--- config.mk ---
export PLATFORM = sky130hd
export DESIGN_NAME = oneshot_pwm_timer
export DESIGN_NICKNAME = d
export VERILOG_FILES = /design/src/include/oneshot_pwm_timer_pkg.sv /design/src/include/count_tick_if.sv /design/src/logic/count_prescaler.sv /design/src/logic/oneshot_pwm_timer.sv
export SDC_FILE = /design/constraint.sdc
export NUM_CORES = 1
export LEC_CHECK = 0
export ABC_AREA = 1
export BUFFER_PORTS_ARGS = -buffer_cell sky130_fd_sc_hd__buf_2
export CORE_ASPECT_RATIO = 0.7
export CORE_MARGIN = 2
export CORE_UTILIZATION = 64
export CTS_BUF_LIST = sky130_fd_sc_hd__clkbuf_4 sky130_fd_sc_hd__clkbuf_8
export CTS_CLUSTER_SIZE = 30
export DETAILED_ROUTE_END_ITERATION = 7
export PLACE_DENSITY = 0.87
export SLEW_MARGIN = 10
export SYNTH_ARGS = -nofsm -noshare
export SYNTH_HDL_FRONTEND = slang
export SYNTH_SLANG_ARGS = --single-unit
--- constraint.sdc ---
create_clock -name clk_i -period 3 [get_ports clk_i]
set_clock_uncertainty 0.1 [all_clocks]
set_input_delay 0.45 -clock clk_i [delete_from_list [all_inputs] [get_ports clk_i]]
set_output_delay 0.45 -clock clk_i [all_outputs]
set_load 0.03 [all_outputs]
--- src/include/oneshot_pwm_timer_pkg.sv ---
// Purpose: Constants and types shared by the one-shot and modulation timer.
// Assumes: Count clock prescaled from a 20 MHz system clock.
// Notes: Mode and clock select encodings are plain ports of the block.
package oneshot_pwm_timer_pkg;
  localparam int CNT_W = 16;
  localparam logic [15:0] RELOAD_RST = 16'h0000;
  localparam logic [15:0] CNT_RST = 16'h0000;
  localparam logic [15:0] PWM16_PERIOD = 16'hFFFF;
  localparam logic [7:0] PWM8_PERIOD = 8'hFF;
  localparam logic [4:0] DIV_ONE = 5'h00;
  localparam logic [4:0] DIV_EIGHT = 5'h07;
  localparam logic [4:0] DIV_THIRTYTWO = 5'h1F;
  localparam logic [1:0] CLKSEL_ONE = 2'h0;
  localparam logic [1:0] CLKSEL_EIGHT = 2'h1;
  localparam logic [1:0] CLKSEL_THIRTYTWO = 2'h2;
  typedef enum logic [2:0] {
    ST_IDLE = 3'b001,
    ST_ARMED = 3'b010,
    ST_RUN = 3'b100
  } state_t;
endpackage

--- src/include/count_tick_if.sv ---
// Purpose: Carries the selected count clock tick between the modules.
// Assumes: Single clock domain.
// Notes: The tick is a one-cycle pulse, but stays high on every enabled cycle at divide by one.
`timescale 1ns/1ns
interface count_tick_if;
  logic [1:0] sel;
  logic tick;
  modport src (input sel, output tick);
  modport dst (output sel, input tick);
endinterface

--- src/logic/count_prescaler.sv ---
// Purpose: Produces the selected count clock tick from the system clock.
// Assumes: Clock enable freezes the divider.
// Notes: Reserved select value falls back to divide by one.
`timescale 1ns/1ns
module count_prescaler
  import oneshot_pwm_timer_pkg::*;
(
  input wire logic clk_i, // System clock.
  input wire logic rst_i, // Asynchronous reset.
  input wire logic en_i, // Clock enable.
  count_tick_if.src tk // Tick carrier.
);
  logic [4:0] div_q;
  logic [4:0] div_d;
  logic [4:0] lim;

  always_comb begin
    case (tk.sel)
      CLKSEL_EIGHT: lim = DIV_EIGHT;
      CLKSEL_THIRTYTWO: lim = DIV_THIRTYTWO;
      default: lim = DIV_ONE;
    endcase
    div_d = (div_q >= lim) ? 5'h00 : div_q + 5'h01;
    tk.tick = en_i && (div_q >= lim);
  end

  // The divider only advances while enabled.
  always_ff @(posedge clk_i or posedge rst_i) begin
    if (rst_i) begin
      div_q <= 5'h00;
    end else if (en_i) begin
      div_q <= div_d;
    end
  end
endmodule

--- src/logic/oneshot_pwm_timer.sv ---
// Purpose: One-shot and pulse width modulation modes of a down counter.
// Assumes: Trigger arrives from a pin; software strobes are synchronous.
// Notes: Timer register reads return a junk value, the inverted reload, never the count.
`timescale 1ns/1ns
// How it works
// - One-shot counts down, reloads at zero, then stops.
// - One-shot trigger while running reloads and restarts.
// - One-shot needs start flag set; trigger then starts countdown.
// - Clearing the count start flag stops the counter.
// - One-shot interrupt pulses when the count reaches zero.
// - One-shot pin is port output or pulse output as configured.
// - Timer register reads give an undefined value.
// - Write while stopped loads reload register and counter.
// - Write while counting loads only reload register.
// - Modulation reloads at output rising edge and keeps counting.
// - Modulation ignores triggers while counting.
// - 16-bit modulation: high n ticks, cycle 65535 ticks.
// - 8-bit: high n(m+1), cycle 255(m+1) ticks.
// - Modulation starts when count start flag is set.
module oneshot_pwm_timer
  import oneshot_pwm_timer_pkg::*;
#(
  parameter int W = CNT_W
)(
  input wire logic clk_i, // System clock, 20 MHz.
  input wire logic rst_i, // Asynchronous reset, active high.
  input wire logic en_i, // Clock enable, freezes all state when low.
  input wire logic pwm_mode_i, // 1 selects modulation, 0 one-shot.
  input wire logic pwm8_i, // 1 selects 8-bit modulation.
  input wire logic [1:0] clk_sel_i, // Count clock select.
  input wire logic pulse_out_en_i, // 1 routes the pulse to the pin.
  input wire logic port_out_i, // Value driven when used as a port.
  input wire logic count_start_i, // Count start flag level.
  input wire logic oneshot_start_i, // One-shot start flag strobe.
  input wire logic trigger_i, // External trigger pin, async.
  input wire logic wr_i, // Timer register write strobe.
  input wire logic [W-1:0] wdata_i, // Timer register write data.
  output logic [W-1:0] rdata_o, // Timer register read data.
  output logic pulse_out_pin_two_o, // Timer output pin.
  output logic irq_o // Interrupt request, one-cycle pulse.
);
  state_t st_q, st_d;
  logic [W-1:0] reload_q, reload_d, cnt_q, cnt_d;
  logic [7:0] pre_q, pre_d;
  logic [W-1:0] phase_q, phase_d;
  logic out_q, out_d, irq_q, irq_d, pin_q, pin_d;
  logic [W-1:0] rdata_q, rdata_d;
  logic trg_s1_q, trg_s2_q, trg_s3_q;
  logic trig;
  count_tick_if tk();

  assign tk.sel = clk_sel_i;
  // count clock select.
  // The divider free-runs, so the first tick after a start lands anywhere
  // within one divided period; widths are exact only at divide by one.
  count_prescaler u_pre (
    .clk_i (clk_i),
    .rst_i (rst_i),
    .en_i (en_i),
    .tk (tk)
  );

  // Trigger pin is synchronised before the edge detect reads it.
  // The third stage only feeds the edge detect, so a trigger is seen two
  // enabled cycles after the pin rises.
  always_ff @(posedge clk_i or posedge rst_i) begin
    if (rst_i) begin
      trg_s1_q <= 1'b0;
      trg_s2_q <= 1'b0;
      trg_s3_q <= 1'b0;
    end else if (en_i) begin
      trg_s1_q <= trigger_i;
      trg_s2_q <= trg_s1_q;
      trg_s3_q <= trg_s2_q;
    end
  end
  assign trig = trg_s2_q && !trg_s3_q;

  // Next state of the counter, reload register and output.
  always_comb begin
    st_d = st_q;
    reload_d = reload_q;
    cnt_d = cnt_q;
    pre_d = pre_q;
    phase_d = phase_q;
    out_d = out_q;
    irq_d = 1'b0;
    if (wr_i) begin
      reload_d = wdata_i;
      if (st_q != ST_RUN) begin
        cnt_d = wdata_i;
      end
    end
    case (st_q)
      ST_IDLE: begin
        // Idle: the pulse rests low until a start condition is met.
        out_d = 1'b0;
        if (!pwm_mode_i && count_start_i && oneshot_start_i) begin
          st_d = ST_ARMED;
        end
        if (pwm_mode_i && count_start_i) begin
          st_d = ST_RUN;
          cnt_d = reload_d;
          phase_d = '0;
          pre_d = 8'h00;
          out_d = (pwm8_i ? (reload_d[15:8] != 8'h00) : (reload_d != '0));
        end
      end
      ST_ARMED: begin
        // Armed: waits for a trigger edge; count ticks are ignored here.
        if (trig) begin
          st_d = ST_RUN;
          cnt_d = reload_d;
          out_d = 1'b1;
        end
      end
      ST_RUN: begin
        if (!pwm_mode_i) begin
          if (trig) begin
            cnt_d = reload_d;
          end else if (tk.tick) begin
            // A count of one or zero ends on this tick, so n gives n ticks.
            if (cnt_q <= 16'h0001) begin
              cnt_d = reload_d;
              st_d = ST_ARMED;
              out_d = 1'b0;
              irq_d = 1'b1;
            end else begin
              cnt_d = cnt_q - 16'h0001;
            end
          end
        end else if (tk.tick) begin
          // triggers are not looked at here.
          if (pwm8_i && pre_q < reload_q[7:0]) begin
            pre_d = pre_q + 8'h01;
          end else begin
            pre_d = 8'h00;
            if (phase_q >= (pwm8_i ? {8'h00, PWM8_PERIOD} : PWM16_PERIOD)
                - 16'h0001) begin
              phase_d = '0;
              cnt_d = reload_q;
              out_d = pwm8_i ? (reload_q[15:8] != 8'h00) : (reload_q != '0);
            end else begin
              phase_d = phase_q + 16'h0001;
              if (cnt_q != '0) begin
                cnt_d = cnt_q - 16'h0001;
              end
              if ((pwm8_i ? {8'h00, cnt_q[15:8]} : cnt_q) <= 16'h0001) begin
                irq_d = out_q;
                out_d = 1'b0;
              end
            end
          end
          // In 8-bit mode only the high byte counts; the low byte keeps the
          // prescale value m, and ticks inside the prescale hold the count.
          if (pwm8_i && pre_q < reload_q[7:0]) begin
            cnt_d = cnt_q;
            phase_d = phase_q;
          end else if (pwm8_i && phase_d != '0) begin
            cnt_d = {cnt_q[15:8] - ((cnt_q[15:8] != 8'h00) ? 8'h01 : 8'h00),
                     cnt_q[7:0]};
          end
        end
      end
      default: st_d = ST_IDLE;
    endcase
    // start flag low stops.
    // Stopping drops back to idle, so a one-shot must be armed again.
    if (!count_start_i) begin
      st_d = ST_IDLE;
      out_d = 1'b0;
    end
    // read returns junk.
    // The read port shows the inverted reload value so that software can
    // never mistake it for the live count.
    rdata_d = ~reload_d;
    pin_d = (pwm_mode_i || pulse_out_en_i) ? out_d : port_out_i;
  end

  // State registers; all frozen while the enable is low.
  always_ff @(posedge clk_i or posedge rst_i) begin
    if (rst_i) begin
      st_q <= ST_IDLE;
      reload_q <= RELOAD_RST;
      cnt_q <= CNT_RST;
      pre_q <= 8'h00;
      phase_q <= '0;
      out_q <= 1'b0;
      irq_q <= 1'b0;
      pin_q <= 1'b0;
      rdata_q <= ~RELOAD_RST;
    end else if (en_i) begin
      st_q <= st_d;
      reload_q <= reload_d;
      cnt_q <= cnt_d;
      pre_q <= pre_d;
      phase_q <= phase_d;
      out_q <= out_d;
      irq_q <= irq_d;
      pin_q <= pin_d;
      rdata_q <= rdata_d;
    end
  end

  // Outputs come straight from flip-flops.
  assign rdata_o = rdata_q;
  assign pulse_out_pin_two_o = pin_q;
  assign irq_o = irq_q;
endmodule

* Yosys cells after proc, flatten, opt, wreduce, memory -nomap -nowiden *
Index checks and enable logic that the tools add are counted.

cells by class
  mux-type cells = 68
  equal/unequal tests = 18
  magnitude comparators = 5
  reductions and logical operators = 23
  add/subtract/negate cells = 6
  bitwise gates (word level) = 1

operator list
  cell                     number
  $mux W16                 25
  $reduce_bool A16 Y1      4
  $pmux W16 S3             1
  $le A16 B1 Y1 const B    2
  $mux W8                  4
  $pmux W16 S2             1
  $sub A16 B1 Y16 const B  2
  $mux W1                  24
  $mux W3                  8
  $reduce_bool A8 Y1       3
  $ne A3 B3 Y1 const B     6
  $add A16 B1 Y16 const B  1
  $ge A16 B16 Y1           1
  $not A16 Y16             1
  $pmux W8 S2              1
  $ne A4 B4 Y1 const B     3
  $pmux W5 S2              1
  $pmux W3 S3              1
  $add A8 B1 Y8 const B    1
  $lt A8 B8 Y1             1
  $ne A2 B2 Y1 const B     4
  $sub A8 B1 Y8            1
  $logic_and A1 B1 Y1      7
  $reduce_and A7 Y1        1
  other kinds (16)         17

storage, ports and cells
  flip-flop bits (word level) = 86
  output and inout bits = 18
  logic and storage cells = 135
  bits of input ports = 29

* Logic depth before layout (Yosys ltp) *
  depth in word-level cells = 15
  gate-level depth with buffers = 26
  mapped depth without buffers = 25

* Hierarchy *
Synthesis repeated with hierarchy kept, for this count alone.

second synthesis, totals
  cell total of the unflattened synthesis = 1,229
  area total of the unflattened synthesis = 7,683.6 um^2

modules (own cells, without submodules)
  module             area an instance (um^2)  cells each  instances  seq. area each (um^2)
  oneshot_pwm_timer  7,248.2                  1,179       1          2,048.2
  count_prescaler    435.4                    50          1          125.1

* Worst setup path before layout *
Ideal clock, no wire load.

  path kind = input port to flip-flop
  start = input clk_sel_i[0]
  end = register phase_q[0]
  required time = 2,770 ps
  setup time = 130 ps
  cell stages on the path = 15
  data arrival time = 2,700 ps
  slack = 71 ps
  path through = inv_1 ha_1 ha_1 nand3_1 o2111ai_1 inv_1 nor2_4 inv_1 nor2_1 o21ai_1 nor2_4 inv_1 nor2_2 clkbuf_1 o21ai_0

between the ends
  cells in the longest elaborated chain, start to end = 6
  elaborated cells on any way between the ends = 7

ends and longest elaborated chain
  element                                              RTL line                  source
  start, declared                                      oneshot_pwm_timer.sv:30   input wire logic [1:0] clk_sel_i,
  $eq A2 B2 Y1 / $eq A2 B1 Y1 (equally long branches)  count_prescaler.sv:18     case (tk.sel)
  $pmux W5 S2 *                                        count_prescaler.sv:18
  $ge A5 B5 Y1 *                                       count_prescaler.sv:24     tk.tick = en_i && (div_q >= lim);
  $logic_and A1 B1 Y1 *                                count_prescaler.sv:24
  $ne A2 B2 Y1 (no source line) *                      --
  $reduce_and A6 Y1 (no source line) *                 --
  end signal, assigned                                 oneshot_pwm_timer.sv:197  phase_q <= phase_d;
  end, declared                                        oneshot_pwm_timer.sv:45   logic [W-1:0] phase_q, phase_d;

Every way passes the cells marked *; elsewhere a longest branch is shown, timed or not.
A chain may end at the register's enable or synchronous reset.

* Worst setup path in the final report *
  start = register phase_q[15]
  end = register cnt_q[6]

between the ends
  cells in the longest elaborated chain, start to end = 10
  elaborated cells on any way between the ends = 17

ends and longest elaborated chain
  element                                                   RTL line                                            source
  $add A16 B1 Y16 / $ge A16 B16 Y1 (equally long branches)  oneshot_pwm_timer.sv:144, oneshot_pwm_timer.sv:138
  $mux W16                                                  oneshot_pwm_timer.sv:138                            if (phase_q >= (pwm8_i ? {8'h00, PWM8_PERIOD} : PWM16_PERIOD)
  $mux W16                                                  oneshot_pwm_timer.sv:134                            if (pwm8_i && pre_q < reload_q[7:0]) begin
  $mux W16                                                  oneshot_pwm_timer.sv:132                            end else if (tk.tick) begin
  $mux W16                                                  oneshot_pwm_timer.sv:118                            if (!pwm_mode_i) begin
  $mux W16                                                  oneshot_pwm_timer.sv:94                             case (st_q)
  $reduce_bool A16 Y1                                       oneshot_pwm_timer.sv:159                            end else if (pwm8_i && phase_d != '0) begin
  $logic_and A1 B1 Y1                                       oneshot_pwm_timer.sv:159
  $ne A4 B4 Y1 (no source line)                             --
  $reduce_and A3 Y1 (no source line)                        --
  end signal, assigned                                      oneshot_pwm_timer.sv:195                            cnt_q <= cnt_d;
  end, declared                                             oneshot_pwm_timer.sv:43                             logic [W-1:0] reload_q, reload_d, cnt_q, cnt_d;

Several ways; a longest one is shown, not always the timed one. The select of a mux whose other input is x is not followed.

==> flow_metrics.py <==
metrics = {
    "sta": {
        "finalCritPeriodShare": 1.045,
        "max_freq_mhz": 319.1,
        "worst_slack_ns": -0.1343,
        "tightest_slew_ns": 0.9996,
        "rsz0062_at_grt": "true",
        "finalSetupTns_ns": -1.352,
        "slew_violations": 0,
        "setup_violations": 16,
        "hold_viol": 0,
        "maxSlewHeadroom": 0.3306,
        "period_needed_ns": 3.134,
    },
    "power": {
        "total_power_w": 0.007056,
        "peakVddDrop_mv": 0.4252,
        "powerDensity_nw_per_um2": 753.5,
        "cellLeakagePower_nw": 4.687,
    },
    "logic_synthesis": {
        "syn_area_um2": 7839,
        "syn_avg_cell_area_um2": 6.091,
        "yosys_warnings": 0,
        "ys_seq_elements": 86,
        "yosys-top-cells-count": "nand2_1 (459), inv_1 (152), o21ai_0 (140)",
        "yosysUniqueCellTypes": 42,
        "synth.top_cell.area_share": 0.2203,
        "yosysMostFrequentCell": "nand2_1",
        "ys_seq_area_frac": 0.2773,
        "synthCells": 1287,
        "syn-num-nets": 1345,
        "synthFlopType": "dfrtp_1",
        "yosys-top-cells-area": "dfrtp_1 (22%), nand2_1 (22%), o21ai_0 (8.9%), inv_1 (7.3%), dfstp_2 (5.7%)",
        "async_flop_share": 1.000,
        "yosysTopAreaCell": "dfrtp_1",
        "synth_enable_flop_cells": 0,
    },
    "clock_network": {
        "htree_levels": 3,
        "clock_tree.root_cell": "clkbuf_8",
        "path_clk_slew_ns": 0.10,
        "clock-sinks": 86,
        "cts_made_buffers": 9,
        "clkLatencyLatePin_ns": 0.38,
        "cts_tree": "done",
        "clk_path_buf_depth": 2,
    },
    "routing": {
        "drc_errors": 2,
        "drt_iter0_drc": 1544,
        "wirelength_mm": 27.10,
        "dr_total_vias": 9711,
        "viasPerCell": 6.237,
        "wl_per_cell_um": 17.41,
        "drt_pass1_iterations": 8,
        "ant_nets": 0,
    },
    "setup_path": {
        "reg2reg_from": "phase_q[15]",
        "path_cells": "ha_4 > nand2_2 > nor2_2 > buf_4 > nand4_1 > nand3_1 > nand2_1 > nand2_1 > nand2_1 > nor2_1 > nand2_2 > o21ai_4 > clkbuf_16 > o21ai_4 > buf_6 > a21oi_1 > nand2_1 > nand2_1",
        "crit_type": "flip-flop to flip-flop",
        "slowest_stage": "dfrtp_2",
        "crit_buf_inv": 3,
        "cp.arrival_ns": 3.35,
        "cp.required_ns": 3.22,
        "crit_path_start_kind": "flip-flop",
        "r2r-end": "cnt_q[6]",
        "endpoint_kind": "flip-flop",
        "regToRegSetupSlack_ns": -0.13,
        "path_max_fanout": 8,
        "crit_family": "simple AND/OR/NAND/NOR gates",
        "crit_top_cell": "nand2_1",
        "cpPeakStageDelay_ns": 0.47,
        "r2r_cells": 18,
    },
    "global_routing": {
        "antenna_found_initial": 0,
        "overflow": 0,
        "grt_pass1_vias": 8690,
        "grtUsageTotal": 0.4047,
        "grt_pass1_wl_mm": 41.81,
        "grt_max_degree": 86,
    },
    "die": {
        "pin_count": 47,
        "rows": 33,
        "die_h_um": 96.60,
        "die_area_um2": 13160,
        "die_w_um": 136.3,
        "start_util": 0.6638,
        "design.core.area_um2": 11810,
    },
    "run_status": {
        "status": "finished, violations left",
        "violations": "DRC, setup timing",
    },
    "job": {
        "cap_violations": 0,
    },
    "cells_and_area": {
        "final_cells": 1557,
        "syn2layout_area_growth_pct": 19.47,
        "n_antenna_cell": 0,
        "fin_util": 0.7931,
        "fillers": 902,
        "drive_above_1_share": 0.1836,
        "nets": 1453,
    },
    "min_path": {
        "min_to": "trg_s1_q",
        "hp-start": "trigger_i",
        "min_path_cells": 3,
        "min_path_type": "primary input to flip-flop",
    },
    "placement": {
        "dp_cells": 1530,
        "dp_hpwl_mm": 18.61,
        "routabilityCongestion": 0.9699,
        "io_buffers": 46,
    },
}
-- cells by family after synthesis --
kind of cell | share of synthesized area
fa+ha+maj | 0.04629
compound gates | 0.1757
xor+xnor | 0.03017
simple gates | 0.3615
buf+inv | 0.1090
flops | 0.2773
-- sequential cells by signal, indices dropped and copies added, names as in the netlist --
signal / cells
out_q: 1
pulse_out_pin_two_o: 1
u_pre.div_q: 5
phase_q: 16
trg_s2_q: 1
irq_o: 1
trg_s3_q: 1
cnt_q: 16
trg_s1_q: 1
reload_q: 16
st_q: 3
rdata_o: 16
pre_q: 8
-- worst min-delay path: cells and delay by family --
family | cells | cell delay (ns)
buffers and inverters | 1 | 0.08
AND/OR/NAND/NOR | 2 | 0.11
-- area by class of cell --
class / count / area, um2 / area share
Sequential cell: 86 / 2177 / 0.2325
Timing Repair inverter: 1 / 7.507 / 0.0008016
Tap cell: 157 / 196.4 / 0.02098
Multi-Input combinational cell: 982 / 5011 / 0.5351
Inverter: 156 / 590.6 / 0.06306
Clock buffer: 10 / 131.4 / 0.01403
Timing Repair Buffer: 159 / 1181 / 0.1261
Clock inverter: 6 / 70.07 / 0.007482
-- cells in the final DEF (no fill, tap or decap), drive strengths merged, types with 7 or more instances in the layout --
cell and count:
nor3 14, a21oi 54, dfrtp 69, a31oi 11, nand4 52, ha 29, nand3 59, xor2 26
nor2 87, o221ai 14, nand2 461, inv 154, buf 156, clkbuf 12, o21ai 145, o211ai 7
dfstp 17
-- how the worst max path moves through the flow --
| stage | to | depth (start not counted) | slack [ns] | startpoint |
|---|---|---|---|---|
| after floorplan | phase_q[0] | 15 | 0.07 | clk_sel_i[0] |
| after global placement | phase_q[13] | 19 | -0.08 | clk_sel_i[0] |
| after detailed placement | cnt_q[5] | 21 | -0.20 | pwm8_i |
| after CTS | cnt_q[5] | 18 | 0.002 | reload_q[7] |
| after global routing | cnt_q[0] | 21 | -0.25 | phase_q[15] |
| final | cnt_q[6] | 18 | -0.13 | phase_q[15] |
-- report_power, final --
part / switching [W] / total, W / internal [W]
clock network: 0.000499 / 0.000900 / 0.000401
registers: 0.000332 / 0.00178 / 0.00145
logic: 0.00277 / 0.00438 / 0.00161
-- layer usage --
| metal | global-route usage | wire length [um] |
|---|---|---|
| met5 | 0 | 0 |
| met4 | 0.1780 | 1187 |
| met3 | 0.08242 | 3979 |
| met2 | 0.6055 | 11210 |
| met1 | 0.5681 | 10720 |
-- repair_timing --
action / in CTS / in global routing
pin swaps: 0 / 13
setup endpoints to repair: 10 / 18
gates cloned: 0 / 3
resized for setup: 3 / 51
buffers inserted: 0 / 7
endpoints found under the hold margin: 1 / 0
hold buffers: 1 / 0
-- metrics by stage --
step,setup WS (ns),instance area (um2),hold slack [ns]
after floorplan,0.07057,7839,0.3422
after global placement,-0.08343,8833,0.2014
after detailed placement,-0.1956,8833,0.2009
after CTS,0.001932,9051,0.1840
after global routing,-0.2535,9365,0.2004
final,-0.1343,9365,0.1828
(Power assumes the default switching activity.)
